==> src/pcx_pkg.sv <==
// package: register map, field layout and function codes of the port crossbar
// Summary of operation
// - two-wire routing claims its data and clock pins together, or neither
// - serial port routing claims transmit and receive pins as one pair
// - serial transmit sits on P0.4, receive on P0.5, always
// - pins left unclaimed behave as general-purpose port pins
// - slave select gets a pin only in four-wire SPI mode
// - analog pin has pullup, output driver and input receiver all off
// - input mode bit 1 means digital, 0 analog; reset gives digital
// - output driver type comes from the per-pin output mode bit, except on two-wire pins
// - two-wire data and clock pins always drive open-drain
// - weak pullup on open-drain pins while pullup disable is 0
// - weak pullup off while the pin drives low
// - crossbar disabled means all pins stay port pins in input mode
// - crossbar disabled turns every output driver off
// - route register bits 7..4 select comparator async and sync outputs
// - route register bits 2, 1, 0 enable two-wire, SPI, serial port
// - each selected function but the serial port takes the lowest free, unskipped pin
package pcx_pkg;
  localparam int PCX_NPIN = 20;
  localparam int PCX_NFUNC = 13;
  localparam int PCX_AW = 12;
  // printed offsets are register indexes; byte address is four times that
  localparam logic [PCX_AW-1:0] PCX_ROUTE0_IDX = 12'h0E1;
  localparam logic [PCX_AW-1:0] PCX_ROUTE1_IDX = 12'h0E2;
  localparam logic [PCX_AW-1:0] PCX_ADDR_ROUTE0 = {PCX_ROUTE0_IDX[PCX_AW-3:0], 2'h0};
  localparam logic [PCX_AW-1:0] PCX_ADDR_ROUTE1 = {PCX_ROUTE1_IDX[PCX_AW-3:0], 2'h0};
  localparam logic [PCX_AW-1:0] PCX_ADDR_INMODE = 12'h000;
  localparam logic [PCX_AW-1:0] PCX_ADDR_OUTMODE = 12'h004;
  localparam logic [PCX_AW-1:0] PCX_ADDR_SKIP = 12'h008;
  localparam logic [PCX_AW-1:0] PCX_ADDR_SSMODE = 12'h00C;
  localparam logic [PCX_AW-1:0] PCX_ADDR_CLAIMED = 12'h010;
  // route register 0 fields
  localparam int PCX_B_CP1A = 7;
  localparam int PCX_B_CP1 = 6;
  localparam int PCX_B_CP0A = 5;
  localparam int PCX_B_CP0 = 4;
  localparam int PCX_B_SYSCK = 3;
  localparam int PCX_B_TWOWIRE = 2;
  localparam int PCX_B_SPI = 1;
  localparam int PCX_B_SERIAL = 0;
  // route register 1 fields
  localparam int PCX_B_WPUD = 7;
  localparam int PCX_B_XEN = 6;
  // fixed serial pins
  localparam int PCX_TX_PIN = 4;
  localparam int PCX_RX_PIN = 5;
  // reset values
  localparam logic [7:0] PCX_RST_ROUTE0 = 8'h00;
  localparam logic PCX_RST_WPUD = 1'h0;
  localparam logic PCX_RST_XEN = 1'h0;
  localparam logic [PCX_NPIN-1:0] PCX_RST_INMODE = 20'hFFFFF;
  localparam logic [PCX_NPIN-1:0] PCX_RST_OUTMODE = 20'h00000;
  localparam logic [PCX_NPIN-1:0] PCX_RST_SKIP = 20'h00000;
  localparam logic [1:0] PCX_RST_SSMODE = 2'h0;
  // function codes, listed in falling priority
  typedef enum logic [3:0] {
    FN_TX = 4'h0,
    FN_RX = 4'h1,
    FN_SCK = 4'h2,
    FN_MISO = 4'h3,
    FN_MOSI = 4'h4,
    FN_NSS = 4'h5,
    FN_SDA = 4'h6,
    FN_SCL = 4'h7,
    FN_CP0 = 4'h8,
    FN_CP0A = 4'h9,
    FN_CP1 = 4'hA,
    FN_CP1A = 4'hB,
    FN_SYSCK = 4'hC,
    FN_GPIO = 4'hF
  } pcx_func_t;
  // register decode codes
  typedef enum logic [2:0] {
    RS_NONE = 3'h0,
    RS_ROUTE0 = 3'h1,
    RS_ROUTE1 = 3'h2,
    RS_INMODE = 3'h3,
    RS_OUTMODE = 3'h4,
    RS_SKIP = 3'h5,
    RS_SSMODE = 3'h6,
    RS_CLAIMED = 3'h7
  } pcx_rsel_t;
endpackage : pcx_pkg
==> src/pcx_alloc.sv <==
// file: priority allocator of crossbar functions to port pins
`timescale 1ns/1ps
module pcx_alloc
  import pcx_pkg::*;
#(
  parameter int NPIN = PCX_NPIN,
  parameter int NFUNC = PCX_NFUNC
) (
  // requests
  input wire logic [NFUNC-1:0] sel,
  input wire logic [NPIN-1:0] skip,
  // result
  output logic [NPIN-1:0][3:0] asg
);
  localparam int IW = $clog2(NPIN);

  // returns {found, index} of the lowest pin not yet used
  function automatic logic [IW:0] first_free(input logic [NPIN-1:0] used);
    logic [IW:0] r;
    r = '0;
    for (int p = NPIN - 1; p >= 0; p--) begin
      if (!used[p]) begin
        r = {1'h1, p[IW-1:0]};
      end
    end
    return r;
  endfunction : first_free

  logic [NPIN-1:0] used;
  logic [IW:0] a;
  logic [IW:0] b;

  always_comb begin
    used = skip;
    a = '0;
    b = '0;
    for (int p = 0; p < NPIN; p++) begin
      asg[p] = FN_GPIO;
    end
    // serial port pins are fixed, whatever the skip bits say
    if (sel[FN_TX]) begin
      asg[PCX_TX_PIN] = FN_TX;
      asg[PCX_RX_PIN] = FN_RX;
      used[PCX_TX_PIN] = 1'h1;
      used[PCX_RX_PIN] = 1'h1;
    end
    for (int f = FN_SCK; f < NFUNC; f++) begin
      if (sel[f] && f != FN_SCL) begin
        a = first_free(used);
        if (f == FN_SDA) begin
          b = first_free(used | (NPIN'(1) << a[IW-1:0]));
          // a lone free pin is left alone rather than half a bus
          if (a[IW] && b[IW]) begin
            asg[a[IW-1:0]] = FN_SDA;
            asg[b[IW-1:0]] = FN_SCL;
            used[a[IW-1:0]] = 1'h1;
            used[b[IW-1:0]] = 1'h1;
          end
        end else if (a[IW]) begin
          asg[a[IW-1:0]] = f[3:0];
          used[a[IW-1:0]] = 1'h1;
        end
      end
    end
  end
endmodule : pcx_alloc

==> src/pcx_crossbar.sv <==
// file: port crossbar top with APB register slave and pin drive logic
//
// Local design decision: register access over APB.
`timescale 1ns/1ps
module pcx_crossbar
  import pcx_pkg::*;
#(
  parameter int NPIN = PCX_NPIN
) (
  // clock and reset
  input wire logic clock,
  input wire logic srst,
  // apb slave
  input wire logic psel,
  input wire logic penable,
  input wire logic pwrite,
  input wire logic [PCX_AW-1:0] paddr,
  input wire logic [31:0] pwdata,
  output logic [31:0] prdata,
  output logic pready,
  output logic pslverr,
  // peripheral side, indexed by function code
  input wire logic [PCX_NFUNC-1:0] func_out,
  input wire logic [PCX_NFUNC-1:0] func_oe,
  output logic [PCX_NFUNC-1:0] func_in,
  // port latches and port read value
  input wire logic [NPIN-1:0] port_latch,
  output logic [NPIN-1:0] port_read,
  // pins
  input wire logic [NPIN-1:0] pin_in,
  output logic [NPIN-1:0] pin_out,
  output logic [NPIN-1:0] pin_oe,
  output logic [NPIN-1:0] pin_pullup_en,
  output logic [NPIN-1:0] pin_rx_en
);
  typedef struct packed {
    logic [7:0] route0;
    logic wpud;
    logic xen;
    logic [NPIN-1:0] inmode;
    logic [NPIN-1:0] outmode;
    logic [NPIN-1:0] skip;
    logic [1:0] ssmode;
    logic [NPIN-1:0][3:0] asg;
    logic [NPIN-1:0] pout;
    logic [NPIN-1:0] poe;
    logic [NPIN-1:0] ppu;
    logic [NPIN-1:0] prx;
    logic [NPIN-1:0] rd;
    logic [PCX_NFUNC-1:0] fin;
    logic [31:0] rdata;
    logic rdy;
    logic err;
  } pcx_state_t;

  pcx_state_t st_ff;
  pcx_state_t nxt_st;

  function automatic pcx_rsel_t reg_decode(input logic [PCX_AW-1:0] a);
    pcx_rsel_t r;
    r = RS_NONE;
    unique case (a)
      PCX_ADDR_ROUTE0: r = RS_ROUTE0;
      PCX_ADDR_ROUTE1: r = RS_ROUTE1;
      PCX_ADDR_INMODE: r = RS_INMODE;
      PCX_ADDR_OUTMODE: r = RS_OUTMODE;
      PCX_ADDR_SKIP: r = RS_SKIP;
      PCX_ADDR_SSMODE: r = RS_SSMODE;
      PCX_ADDR_CLAIMED: r = RS_CLAIMED;
      default: r = RS_NONE;
    endcase
    return r;
  endfunction : reg_decode

  // routing requests and per-pin sources
  logic [PCX_NFUNC-1:0] sel_raw;
  logic [PCX_NFUNC-1:0] sel;
  logic [NPIN-1:0][3:0] asg_w;
  logic [NPIN-1:0] claimed;
  logic [NPIN-1:0] smb;
  logic [NPIN-1:0] src_val;
  logic [NPIN-1:0] src_en;
  logic [NPIN-1:0] cell_out;
  logic [NPIN-1:0] cell_oe;
  logic [NPIN-1:0] cell_pu;
  logic [NPIN-1:0] cell_rx;
  // bus
  logic acc;
  logic done;
  pcx_rsel_t rsel;

  always_comb begin
    sel_raw = '0;
    sel_raw[FN_TX] = st_ff.route0[PCX_B_SERIAL];
    sel_raw[FN_RX] = st_ff.route0[PCX_B_SERIAL];
    sel_raw[FN_SCK] = st_ff.route0[PCX_B_SPI];
    sel_raw[FN_MISO] = st_ff.route0[PCX_B_SPI];
    sel_raw[FN_MOSI] = st_ff.route0[PCX_B_SPI];
    // three-wire mode leaves slave select off the pins
    sel_raw[FN_NSS] = st_ff.route0[PCX_B_SPI] & (st_ff.ssmode != 2'h0);
    sel_raw[FN_SDA] = st_ff.route0[PCX_B_TWOWIRE];
    sel_raw[FN_SCL] = st_ff.route0[PCX_B_TWOWIRE];
    sel_raw[FN_CP0] = st_ff.route0[PCX_B_CP0];
    sel_raw[FN_CP0A] = st_ff.route0[PCX_B_CP0A];
    sel_raw[FN_CP1] = st_ff.route0[PCX_B_CP1];
    sel_raw[FN_CP1A] = st_ff.route0[PCX_B_CP1A];
    sel_raw[FN_SYSCK] = st_ff.route0[PCX_B_SYSCK];
    // routing choices count only once the crossbar is on
    sel = st_ff.xen ? sel_raw : '0;
  end

  pcx_alloc #(
    .NPIN(NPIN),
    .NFUNC(PCX_NFUNC)
  ) u_alloc (
    .sel(sel),
    .skip(st_ff.skip),
    .asg(asg_w)
  );

  // sources follow the registered mapping, one cycle behind the settings
  always_comb begin
    for (int p = 0; p < NPIN; p++) begin
      claimed[p] = (st_ff.asg[p] != FN_GPIO);
      smb[p] = (st_ff.asg[p] == FN_SDA) || (st_ff.asg[p] == FN_SCL);
      if (claimed[p] && st_ff.asg[p] < PCX_NFUNC) begin
        src_val[p] = func_out[st_ff.asg[p]];
        src_en[p] = func_oe[st_ff.asg[p]];
      end else begin
        src_val[p] = port_latch[p];
        src_en[p] = 1'h1;
      end
    end
  end

  for (genvar g = 0; g < NPIN; g++) begin : g_pin
    pcx_pin_cell u_cell (
      .xen(st_ff.xen),
      .digital(st_ff.inmode[g]),
      .push_pull(st_ff.outmode[g]),
      .force_od(smb[g]),
      .wpud(st_ff.wpud),
      .src_val(src_val[g]),
      .src_en(src_en[g]),
      .out_val(cell_out[g]),
      .out_en(cell_oe[g]),
      .pull_en(cell_pu[g]),
      .rx_en(cell_rx[g])
    );
  end

  assign acc = psel & penable;
  assign done = acc & st_ff.rdy;
  assign rsel = reg_decode(paddr);

  always_comb begin
    nxt_st = st_ff;
    nxt_st.asg = asg_w;
    nxt_st.pout = cell_out;
    nxt_st.poe = cell_oe;
    nxt_st.ppu = cell_pu;
    nxt_st.prx = cell_rx;
    // analog pins read zero since their receiver is off
    nxt_st.rd = pin_in & st_ff.inmode;
    for (int f = 0; f < PCX_NFUNC; f++) begin
      nxt_st.fin[f] = 1'h1;
      for (int p = 0; p < NPIN; p++) begin
        if (st_ff.asg[p] == f[3:0]) begin
          nxt_st.fin[f] = pin_in[p] & st_ff.inmode[p];
        end
      end
    end
    // one wait state: answer is raised in the second access cycle
    nxt_st.rdy = acc & ~st_ff.rdy;
    nxt_st.err = 1'h0;
    nxt_st.rdata = '0;
    if (acc && !st_ff.rdy) begin
      nxt_st.err = (rsel == RS_NONE);
      if (!pwrite) begin
        unique case (rsel)
          RS_ROUTE0: nxt_st.rdata[7:0] = st_ff.route0;
          RS_ROUTE1: begin
            nxt_st.rdata[PCX_B_WPUD] = st_ff.wpud;
            nxt_st.rdata[PCX_B_XEN] = st_ff.xen;
          end
          RS_INMODE: nxt_st.rdata[NPIN-1:0] = st_ff.inmode;
          RS_OUTMODE: nxt_st.rdata[NPIN-1:0] = st_ff.outmode;
          RS_SKIP: nxt_st.rdata[NPIN-1:0] = st_ff.skip;
          RS_SSMODE: nxt_st.rdata[1:0] = st_ff.ssmode;
          RS_CLAIMED: nxt_st.rdata[NPIN-1:0] = claimed;
          RS_NONE: nxt_st.rdata = '0;
        endcase
      end
    end
    if (done && pwrite) begin
      unique case (rsel)
        RS_ROUTE0: nxt_st.route0 = pwdata[7:0];
        RS_ROUTE1: begin
          nxt_st.wpud = pwdata[PCX_B_WPUD];
          nxt_st.xen = pwdata[PCX_B_XEN];
        end
        RS_INMODE: nxt_st.inmode = pwdata[NPIN-1:0];
        RS_OUTMODE: nxt_st.outmode = pwdata[NPIN-1:0];
        RS_SKIP: nxt_st.skip = pwdata[NPIN-1:0];
        RS_SSMODE: nxt_st.ssmode = pwdata[1:0];
        RS_CLAIMED: nxt_st.route0 = st_ff.route0;
        RS_NONE: nxt_st.route0 = st_ff.route0;
      endcase
    end
    if (srst) begin
      nxt_st = '0;
      nxt_st.route0 = PCX_RST_ROUTE0;
      nxt_st.wpud = PCX_RST_WPUD;
      nxt_st.xen = PCX_RST_XEN;
      nxt_st.inmode = PCX_RST_INMODE;
      nxt_st.outmode = PCX_RST_OUTMODE;
      nxt_st.skip = PCX_RST_SKIP;
      nxt_st.ssmode = PCX_RST_SSMODE;
      nxt_st.prx = PCX_RST_INMODE;
      for (int p = 0; p < NPIN; p++) begin
        nxt_st.asg[p] = FN_GPIO;
      end
      nxt_st.fin = '1;
    end
  end

  always_ff @(posedge clock) begin
    st_ff <= nxt_st;
  end

  assign prdata = st_ff.rdata;
  assign pready = st_ff.rdy;
  assign pslverr = st_ff.err;
  assign func_in = st_ff.fin;
  assign port_read = st_ff.rd;
  assign pin_out = st_ff.pout;
  assign pin_oe = st_ff.poe;
  assign pin_pullup_en = st_ff.ppu;
  assign pin_rx_en = st_ff.prx;

  // helpers read only by the checks below
  logic [NPIN-1:0] chk_sda;
  logic [NPIN-1:0] chk_scl;
  logic [NPIN-1:0] chk_nss;
  logic [NPIN-1:0] chk_free;
  always_comb begin
    for (int p = 0; p < NPIN; p++) begin
      chk_sda[p] = (st_ff.asg[p] == FN_SDA);
      chk_scl[p] = (st_ff.asg[p] == FN_SCL);
      chk_nss[p] = (st_ff.asg[p] == FN_NSS);
      chk_free[p] = claimed[p] && p != PCX_TX_PIN && p != PCX_RX_PIN;
    end
  end

  chk_serial_fixed: assert property (
    @(posedge clock) disable iff (srst)
    st_ff.xen && st_ff.route0[PCX_B_SERIAL]
    |=> st_ff.asg[PCX_TX_PIN] == FN_TX && st_ff.asg[PCX_RX_PIN] == FN_RX)
    else $error("serial lines not on their fixed pins");

  chk_twowire_pair: assert property (
    @(posedge clock) disable iff (srst)
    $countones(chk_sda) == $countones(chk_scl))
    else $error("two-wire data and clock not claimed together");

  chk_disabled_drive: assert property (
    @(posedge clock) disable iff (srst)
    !st_ff.xen |=> st_ff.poe == '0 && claimed == '0)
    else $error("driver on or pin claimed with crossbar off");

  chk_analog_off: assert property (
    @(posedge clock) disable iff (srst)
    1'h1 |=> ((st_ff.poe | st_ff.ppu | st_ff.prx) & ~$past(st_ff.inmode)) == '0)
    else $error("analog pin has driver, pullup or receiver on");

  chk_nss_wires: assert property (
    @(posedge clock) disable iff (srst)
    st_ff.ssmode == 2'h0 |=> chk_nss == '0)
    else $error("slave select pinned in three-wire mode");

  chk_twowire_od: assert property (
    @(posedge clock) disable iff (srst)
    1'h1 |=> (st_ff.pout & $past(chk_sda | chk_scl)) == '0)
    else $error("two-wire pin driven high");

  chk_pullup_low: assert property (
    @(posedge clock) disable iff (srst)
    (st_ff.poe & ~st_ff.pout & st_ff.ppu) == '0)
    else $error("pullup on while pin drives low");

  chk_skip_kept: assert property (
    @(posedge clock) disable iff (srst)
    1'h1 |=> (chk_free & $past(st_ff.skip)) == '0)
    else $error("skipped pin given to a function");

  chk_reset_digital: assert property (
    @(posedge clock) disable iff (srst)
    $fell(srst) |-> st_ff.inmode == PCX_RST_INMODE && !st_ff.xen)
    else $error("pins not digital inputs after reset");

  chk_route_write: assert property (
    @(posedge clock) disable iff (srst)
    done && pwrite && rsel == RS_ROUTE0 |=> st_ff.route0 == $past(pwdata[7:0]))
    else $error("route register write lost");

  chk_pp_only: assert property (
    @(posedge clock) disable iff (srst)
    1'h1 |=> (st_ff.pout & ~$past(st_ff.outmode)) == '0)
    else $error("open-drain pin driven high");

  chk_pullup_pp: assert property (
    @(posedge clock) disable iff (srst)
    1'h1 |=> (st_ff.ppu & $past(st_ff.outmode & ~(chk_sda | chk_scl))) == '0)
    else $error("pullup on a push-pull pin");

  chk_pullup_off: assert property (
    @(posedge clock) disable iff (srst)
    st_ff.wpud |=> st_ff.ppu == '0)
    else $error("pullup on while pullups disabled");

  chk_gpio_latch: assert property (
    @(posedge clock) disable iff (srst)
    1'h1 |=> ((st_ff.pout ^ $past(port_latch)) & $past(~claimed & st_ff.outmode)) == '0)
    else $error("free push-pull pin not showing its latch");

  chk_rx_mode: assert property (
    @(posedge clock) disable iff (srst)
    1'h1 |=> st_ff.prx == $past(st_ff.inmode))
    else $error("receiver enable differs from input mode");

  chk_serial_pair: assert property (
    @(posedge clock) disable iff (srst)
    (st_ff.asg[PCX_TX_PIN] == FN_TX) == (st_ff.asg[PCX_RX_PIN] == FN_RX))
    else $error("serial transmit and receive not claimed together");

  chk_off_inputs: assert property (
    @(posedge clock) disable iff (srst)
    !st_ff.xen && claimed == '0 |=> st_ff.fin == '1)
    else $error("function input fed from a pin with crossbar off");

  chk_unmapped_err: assert property (
    @(posedge clock) disable iff (srst)
    acc && !st_ff.rdy && rsel == RS_NONE |=> st_ff.err && st_ff.rdata == '0)
    else $error("unmapped access not answered with an error");

  // a lone pulse keeps a stalled master from taking two answers
  chk_answer_once: assert property (
    @(posedge clock) disable iff (srst)
    st_ff.rdy |=> !st_ff.rdy)
    else $error("bus answer held longer than one cycle");
endmodule : pcx_crossbar

==> src/pcx_pin_cell.sv <==
// file: driver, pullup and receiver control of one port pin
`timescale 1ns/1ps
module pcx_pin_cell (
  // mode
  input wire logic xen,
  input wire logic digital,
  input wire logic push_pull,
  input wire logic force_od,
  input wire logic wpud,
  // source
  input wire logic src_val,
  input wire logic src_en,
  // pin control
  output logic out_val,
  output logic out_en,
  output logic pull_en,
  output logic rx_en
);
  logic od;
  logic drv;
  // driver type from the mode bit only, two-wire lines forced open-drain
  assign od = ~push_pull | force_od;
  // analog or disabled crossbar: driver off
  assign drv = xen & digital & src_en;
  assign out_en = drv & (~od | ~src_val);
  assign out_val = ~od & src_val;
  // no pullup on analog pins or while pulling low, saves sink current
  assign pull_en = digital & od & ~wpud & ~(drv & ~src_val);
  assign rx_en = digital;
endmodule : pcx_pin_cell

==> config.mk <==
export PLATFORM = sky130hd
export DESIGN_NAME = pcx_crossbar
export DESIGN_NICKNAME = d
export VERILOG_FILES = /design/src/pcx_pkg.sv /design/src/pcx_alloc.sv /design/src/pcx_crossbar.sv /design/src/pcx_pin_cell.sv
export SDC_FILE = /design/constraint.sdc
export NUM_CORES = 2
export LEC_CHECK = 0
export BUFFER_PORTS_ARGS = -buffer_cell sky130_fd_sc_hd__buf_4
export CAP_MARGIN = 10
export CORE_ASPECT_RATIO = 2
export CORE_UTILIZATION = 40
export DETAILED_ROUTE_END_ITERATION = 16
export PLACE_DENSITY_LB_ADDON = 0.15
export SYNTH_ARGS = -nofsm -noshare
export SYNTH_HDL_FRONTEND = slang
export SYNTH_SLANG_ARGS = --single-unit
export TNS_END_PERCENT = 20
==> constraint.sdc <==
create_clock -name clock -period 15.3 [get_ports clock]
set_clock_uncertainty 0.15 [all_clocks]
set_input_delay 3.06 -clock clock [delete_from_list [all_inputs] [get_ports clock]]
set_output_delay 3.06 -clock clock [all_outputs]
set_load 0.01 [all_outputs]
==> results.json <==
{
  "status": "complete, no violations",
  "vias_per_cell": 6.64,
  "synth-edff-count": 0,
  "tightest_slew_ns": 1.33,
  "synthToLayoutAreaGrowth_pct": 35.0,
  "postLayoutCellArea_um2": 38200,
  "netlist_area_um2": 28300,
  "slew_viol_final": 0,
  "syn_inst": 3676,
  "power.switching_w": 0.000404,
  "ys.flop_type": "dfxtp_1",
  "antenna_found_initial": 10,
  "cap_violations": 0,
  "cts_tree": "yes",
  "slew_headroom_pct": 10.2,
  "numCtsBuffers": 23,
  "grt_pass1_wl_mm": 236,
  "syn_area_per_cell_um2": 7.70,
  "timing.rr.end": "st_ff[184]",
  "die_w_um": 190,
  "core_area_um2": 69800,
  "grt_max_degree": 76,
  "dieArea_um2": 71900,
  "sw_frac_of_total_pct": 26.2,
  "p_comb_share_pct": 9.8,
  "ys_async_sr_fraction_pct": 0,
  "setup.worst_path.end_class": "flop",
  "die_h_um": 378,
  "hold_violations": 0,
  "p_int_w": 0.00114,
  "drcViolationCount": 0,
  "grt_pass1_vias": 36000,
  "port_buffers": 237,
  "start_kind": "flop",
  "drive_gt1_share_pct": 38.1,
  "wl_per_cell_um": 30.7,
  "fmax_mhz": 66.6,
  "n_fill_cell": 6911,
  "ys_seq_area_share_pct": 20.3,
  "cp_slowest_cell": "nor3_2",
  "ios": 262,
  "required_ns": 15.65,
  "cts_hold_buf": 0,
  "rr_worst_depth": 68,
  "hold_class": "reg -> reg",
  "clkSinkCount": 287,
  "path_clk_slew_ns": 0.08,
  "power_frac_seq_pct": 48.9,
  "ir_drop_mv": 0.101,
  "pre_cts_ws_ns": -0.596,
  "leakagePower_nw": 14.9,
  "gp_congestion": 1.06,
  "setup_viol": 0,
  "worst_slack_ns": 0.277,
  "hold_path.startpoint": "st_ff[259]",
  "ant_nets": 0,
  "finalCritPeriodShare_pct": 98.2,
  "crit_type": "reg -> reg",
  "multi_input_area_um2": 21500,
  "vias": 35900,
  "synthDistinctLibCells": 130,
  "grt_usage_pct": 45.0,
  "arrival_ns": 15.38,
  "finalCriticalPeriod_ns": 15.02,
  "cts_buffer_depth": 3,
  "synth_seq_cells": 287,
  "regArea_um2": 5760,
  "hold_path_end": "st_ff[259]",
  "drt-total-wl_mm": 166,
  "p_per_area_nw_per_um2": 40.3,
  "cts-htree-levels": 1,
  "path_max_fanout": 12,
  "dp_hpwl_mm": 134,
  "rr_startpoint": "st_ff[231]",
  "grt_overflow": 0,
  "drt_pass1_iterations": 9,
  "fp-row-count": 137,
  "hold-worst-slack_ns": 0.326,
  "fin_setup_tns_ns": 0,
  "worst_path_largest_cell_delay_ns": 0.70,
  "worstSkewPairLatency_ns": 0.60,
  "initial_utilization_pct": 40.5,
  "ys_warn_count": 0,
  "dr.first_iter.drc_count": 3554,
  "rrSetupSlack_ns": 0.28,
  "path_common_cell": "buf_4",
  "cts_root_buf": "clkbuf_16",
  "placed_area_um2": 35900,
  "clockPowerShare_pct": 41.3,
  "fin_nets": 4600,
  "min_path_cells": 2
}
[synthesized netlist by cell type (22+ instances only)]
cell type,number,area [µm²]
nand2_1,482,1810
nor2_1,384,1440
dfxtp_1,287,5750
a21oi_1,272,1360
clkbuf_1,198,743
mux4_2,155,3490
buf_4,149,1120
nor3_1,139,696
o21ai_0,127,636
nand3_1,126,631
a31oi_1,89,557
nand2b_1,85,532
a211oi_1,66,495
mux2i_1,64,641
and2_1,57,357
nor2b_1,49,307
or2_2,40,250
or3_1,40,250
nor3b_1,32,240
o22ai_1,32,200
a21o_1,31,233
a221oi_1,31,272
o21ai_1,31,155
buf_1,30,113
nor4_1,27,169
a41o_1,25,250
and3_1,25,156
nand4_1,25,156
o21a_1,25,188
o31ai_1,25,188
a311oi_1,23,201
a41oi_1,22,193
mux2_2,22,248
o221ai_1,22,193
[flip-flops by register name (all words and copies together) (netlist names), 13 cells and up]
signal,cells
port_read,20
pin_pullup_en,20
pin_rx_en,20
prdata,20
pin_oe,20
pin_out,20
st_ff,144
func_in,13
[worst max path at each step]
stage / startpoint / endpoint / slack [ns] / cells past startpoint
2_1_floorplan: sel_raw[0] / st_ff[171] / 1.84 / 53
5_1_grt: st_ff[231] / st_ff[200] / -0.39 / 69
3_5_place_dp: st_ff[231] / st_ff[147] / -0.60 / 59
3_3_place_gp: st_ff[231] / st_ff[147] / -0.72 / 59
4_1_cts: st_ff[244] / st_ff[147] / 0.002 / 63
6_report: st_ff[231] / st_ff[184] / 0.28 / 68
[final cells by class]
cell class,count,share of cell area [%]
Multi-Input combinational cell,2975,56.4
Timing Repair Buffer,1175,23.4
Antenna cell,5,0.0328
Clock buffer,29,1.67
Tap cell,903,2.96
Clock inverter,13,0.331
Inverter,23,0.226
Sequential cell,287,15.1
[cell usage in the layout (no fill, tap or decap), types with 15 or more instances in the layout]
cell / synthesis / final
a21o_1: 31 / 30
inv_1: 21 / 21
o21ai_0: 127 / 123
clkbuf_16: 0 / 23
nand3_1: 126 / 122
nor4_1: 27 / 22
a31oi_1: 89 / 80
dfxtp_1: 287 / 276
a311oi_1: 23 / 19
a21oi_1: 272 / 254
a211o_1: 15 / 15
o221ai_1: 22 / 19
nor3b_1: 32 / 29
nor2b_1: 49 / 47
nor3_1: 139 / 128
a211oi_1: 66 / 59
a41oi_1: 22 / 19
a41o_1: 25 / 25
nand2b_1: 85 / 83
mux2i_1: 64 / 63
or3_1: 40 / 35
a31o_2: 17 / 16
buf_4: 149 / 1155
mux2_2: 22 / 22
a221oi_1: 31 / 31
and2_1: 57 / 54
and3_1: 25 / 23
mux4_2: 155 / 155
nor2_1: 384 / 373
o21a_1: 25 / 24
a222oi_1: 21 / 21
or2_2: 40 / 40
a21oi_2: 13 / 23
o22ai_1: 32 / 29
nand4_1: 25 / 25
o31ai_1: 25 / 17
o21ai_1: 31 / 21
nand2_1: 482 / 477
o211ai_1: 21 / 21
o2111a_1: 21 / 20
[cells by family after synthesis]
| group | synth area share, % |
|---|---|
| compound gates | 29.0 |
| xor+xnor | 0.0310 |
| fa+ha+maj | 0.181 |
| buf+inv | 7.82 |
| flops | 20.3 |
| mux | 15.5 |
| other cells | 0.0133 |
| simple gates | 27.2 |
[power by group through the flow]
stage | logic (W) | clock network [W] | registers, W
5_1_grt | 0.000155 | 0.000668 | 0.000754
3_3_place_gp | 0.000144 | 0 | 0.000771
6_report | 0.000151 | 0.000636 | 0.000754
3_5_place_dp | 0.000146 | 0 | 0.000771
4_1_cts | 0.000146 | 0.000639 | 0.000754
2_1_floorplan | 0.0000909 | 0 | 0.000771
[critical path: cells and delay by family, from the launching register on]
kind / cells / cell delay (ns)
and+or+nand+nor: 16 / 3.90
AOI/OAI and AO/OA: 30 / 6.96
buffers and inverters: 22 / 3.44
DFF: 1 / 0.48
[routing by layer]
layer,up-vias,global-route usage [%],part of all wire [%]
met2,2348,79.5,49
li1,15500,-,-
met3,1153,10.1,7.6
met5,-,0,0.042
met4,12,52.5,14
met1,16900,38.8,29
[stage by stage]
stage / power, W / instances / util, %
3_5_place_dp: 0.000917 / 5316 / 51.4
4_1_cts: 0.00154 / 5363 / 52.8
6_report: 0.00154 / 5410 / 54.8
2_1_floorplan: 0.000862 / 3687 / -
3_3_place_gp: 0.000916 / 5316 / 51.4
5_1_grt: 0.00158 / 5405 / 54.7
[timing repair]
action                                  CTS  global route
resized for setup                        31           200
endpoints found under the setup margin   38            47
pin swaps                                 8            79
buffers inserted                          5            40
gates cloned                              0             1
(Power assumes the default switching activity.)
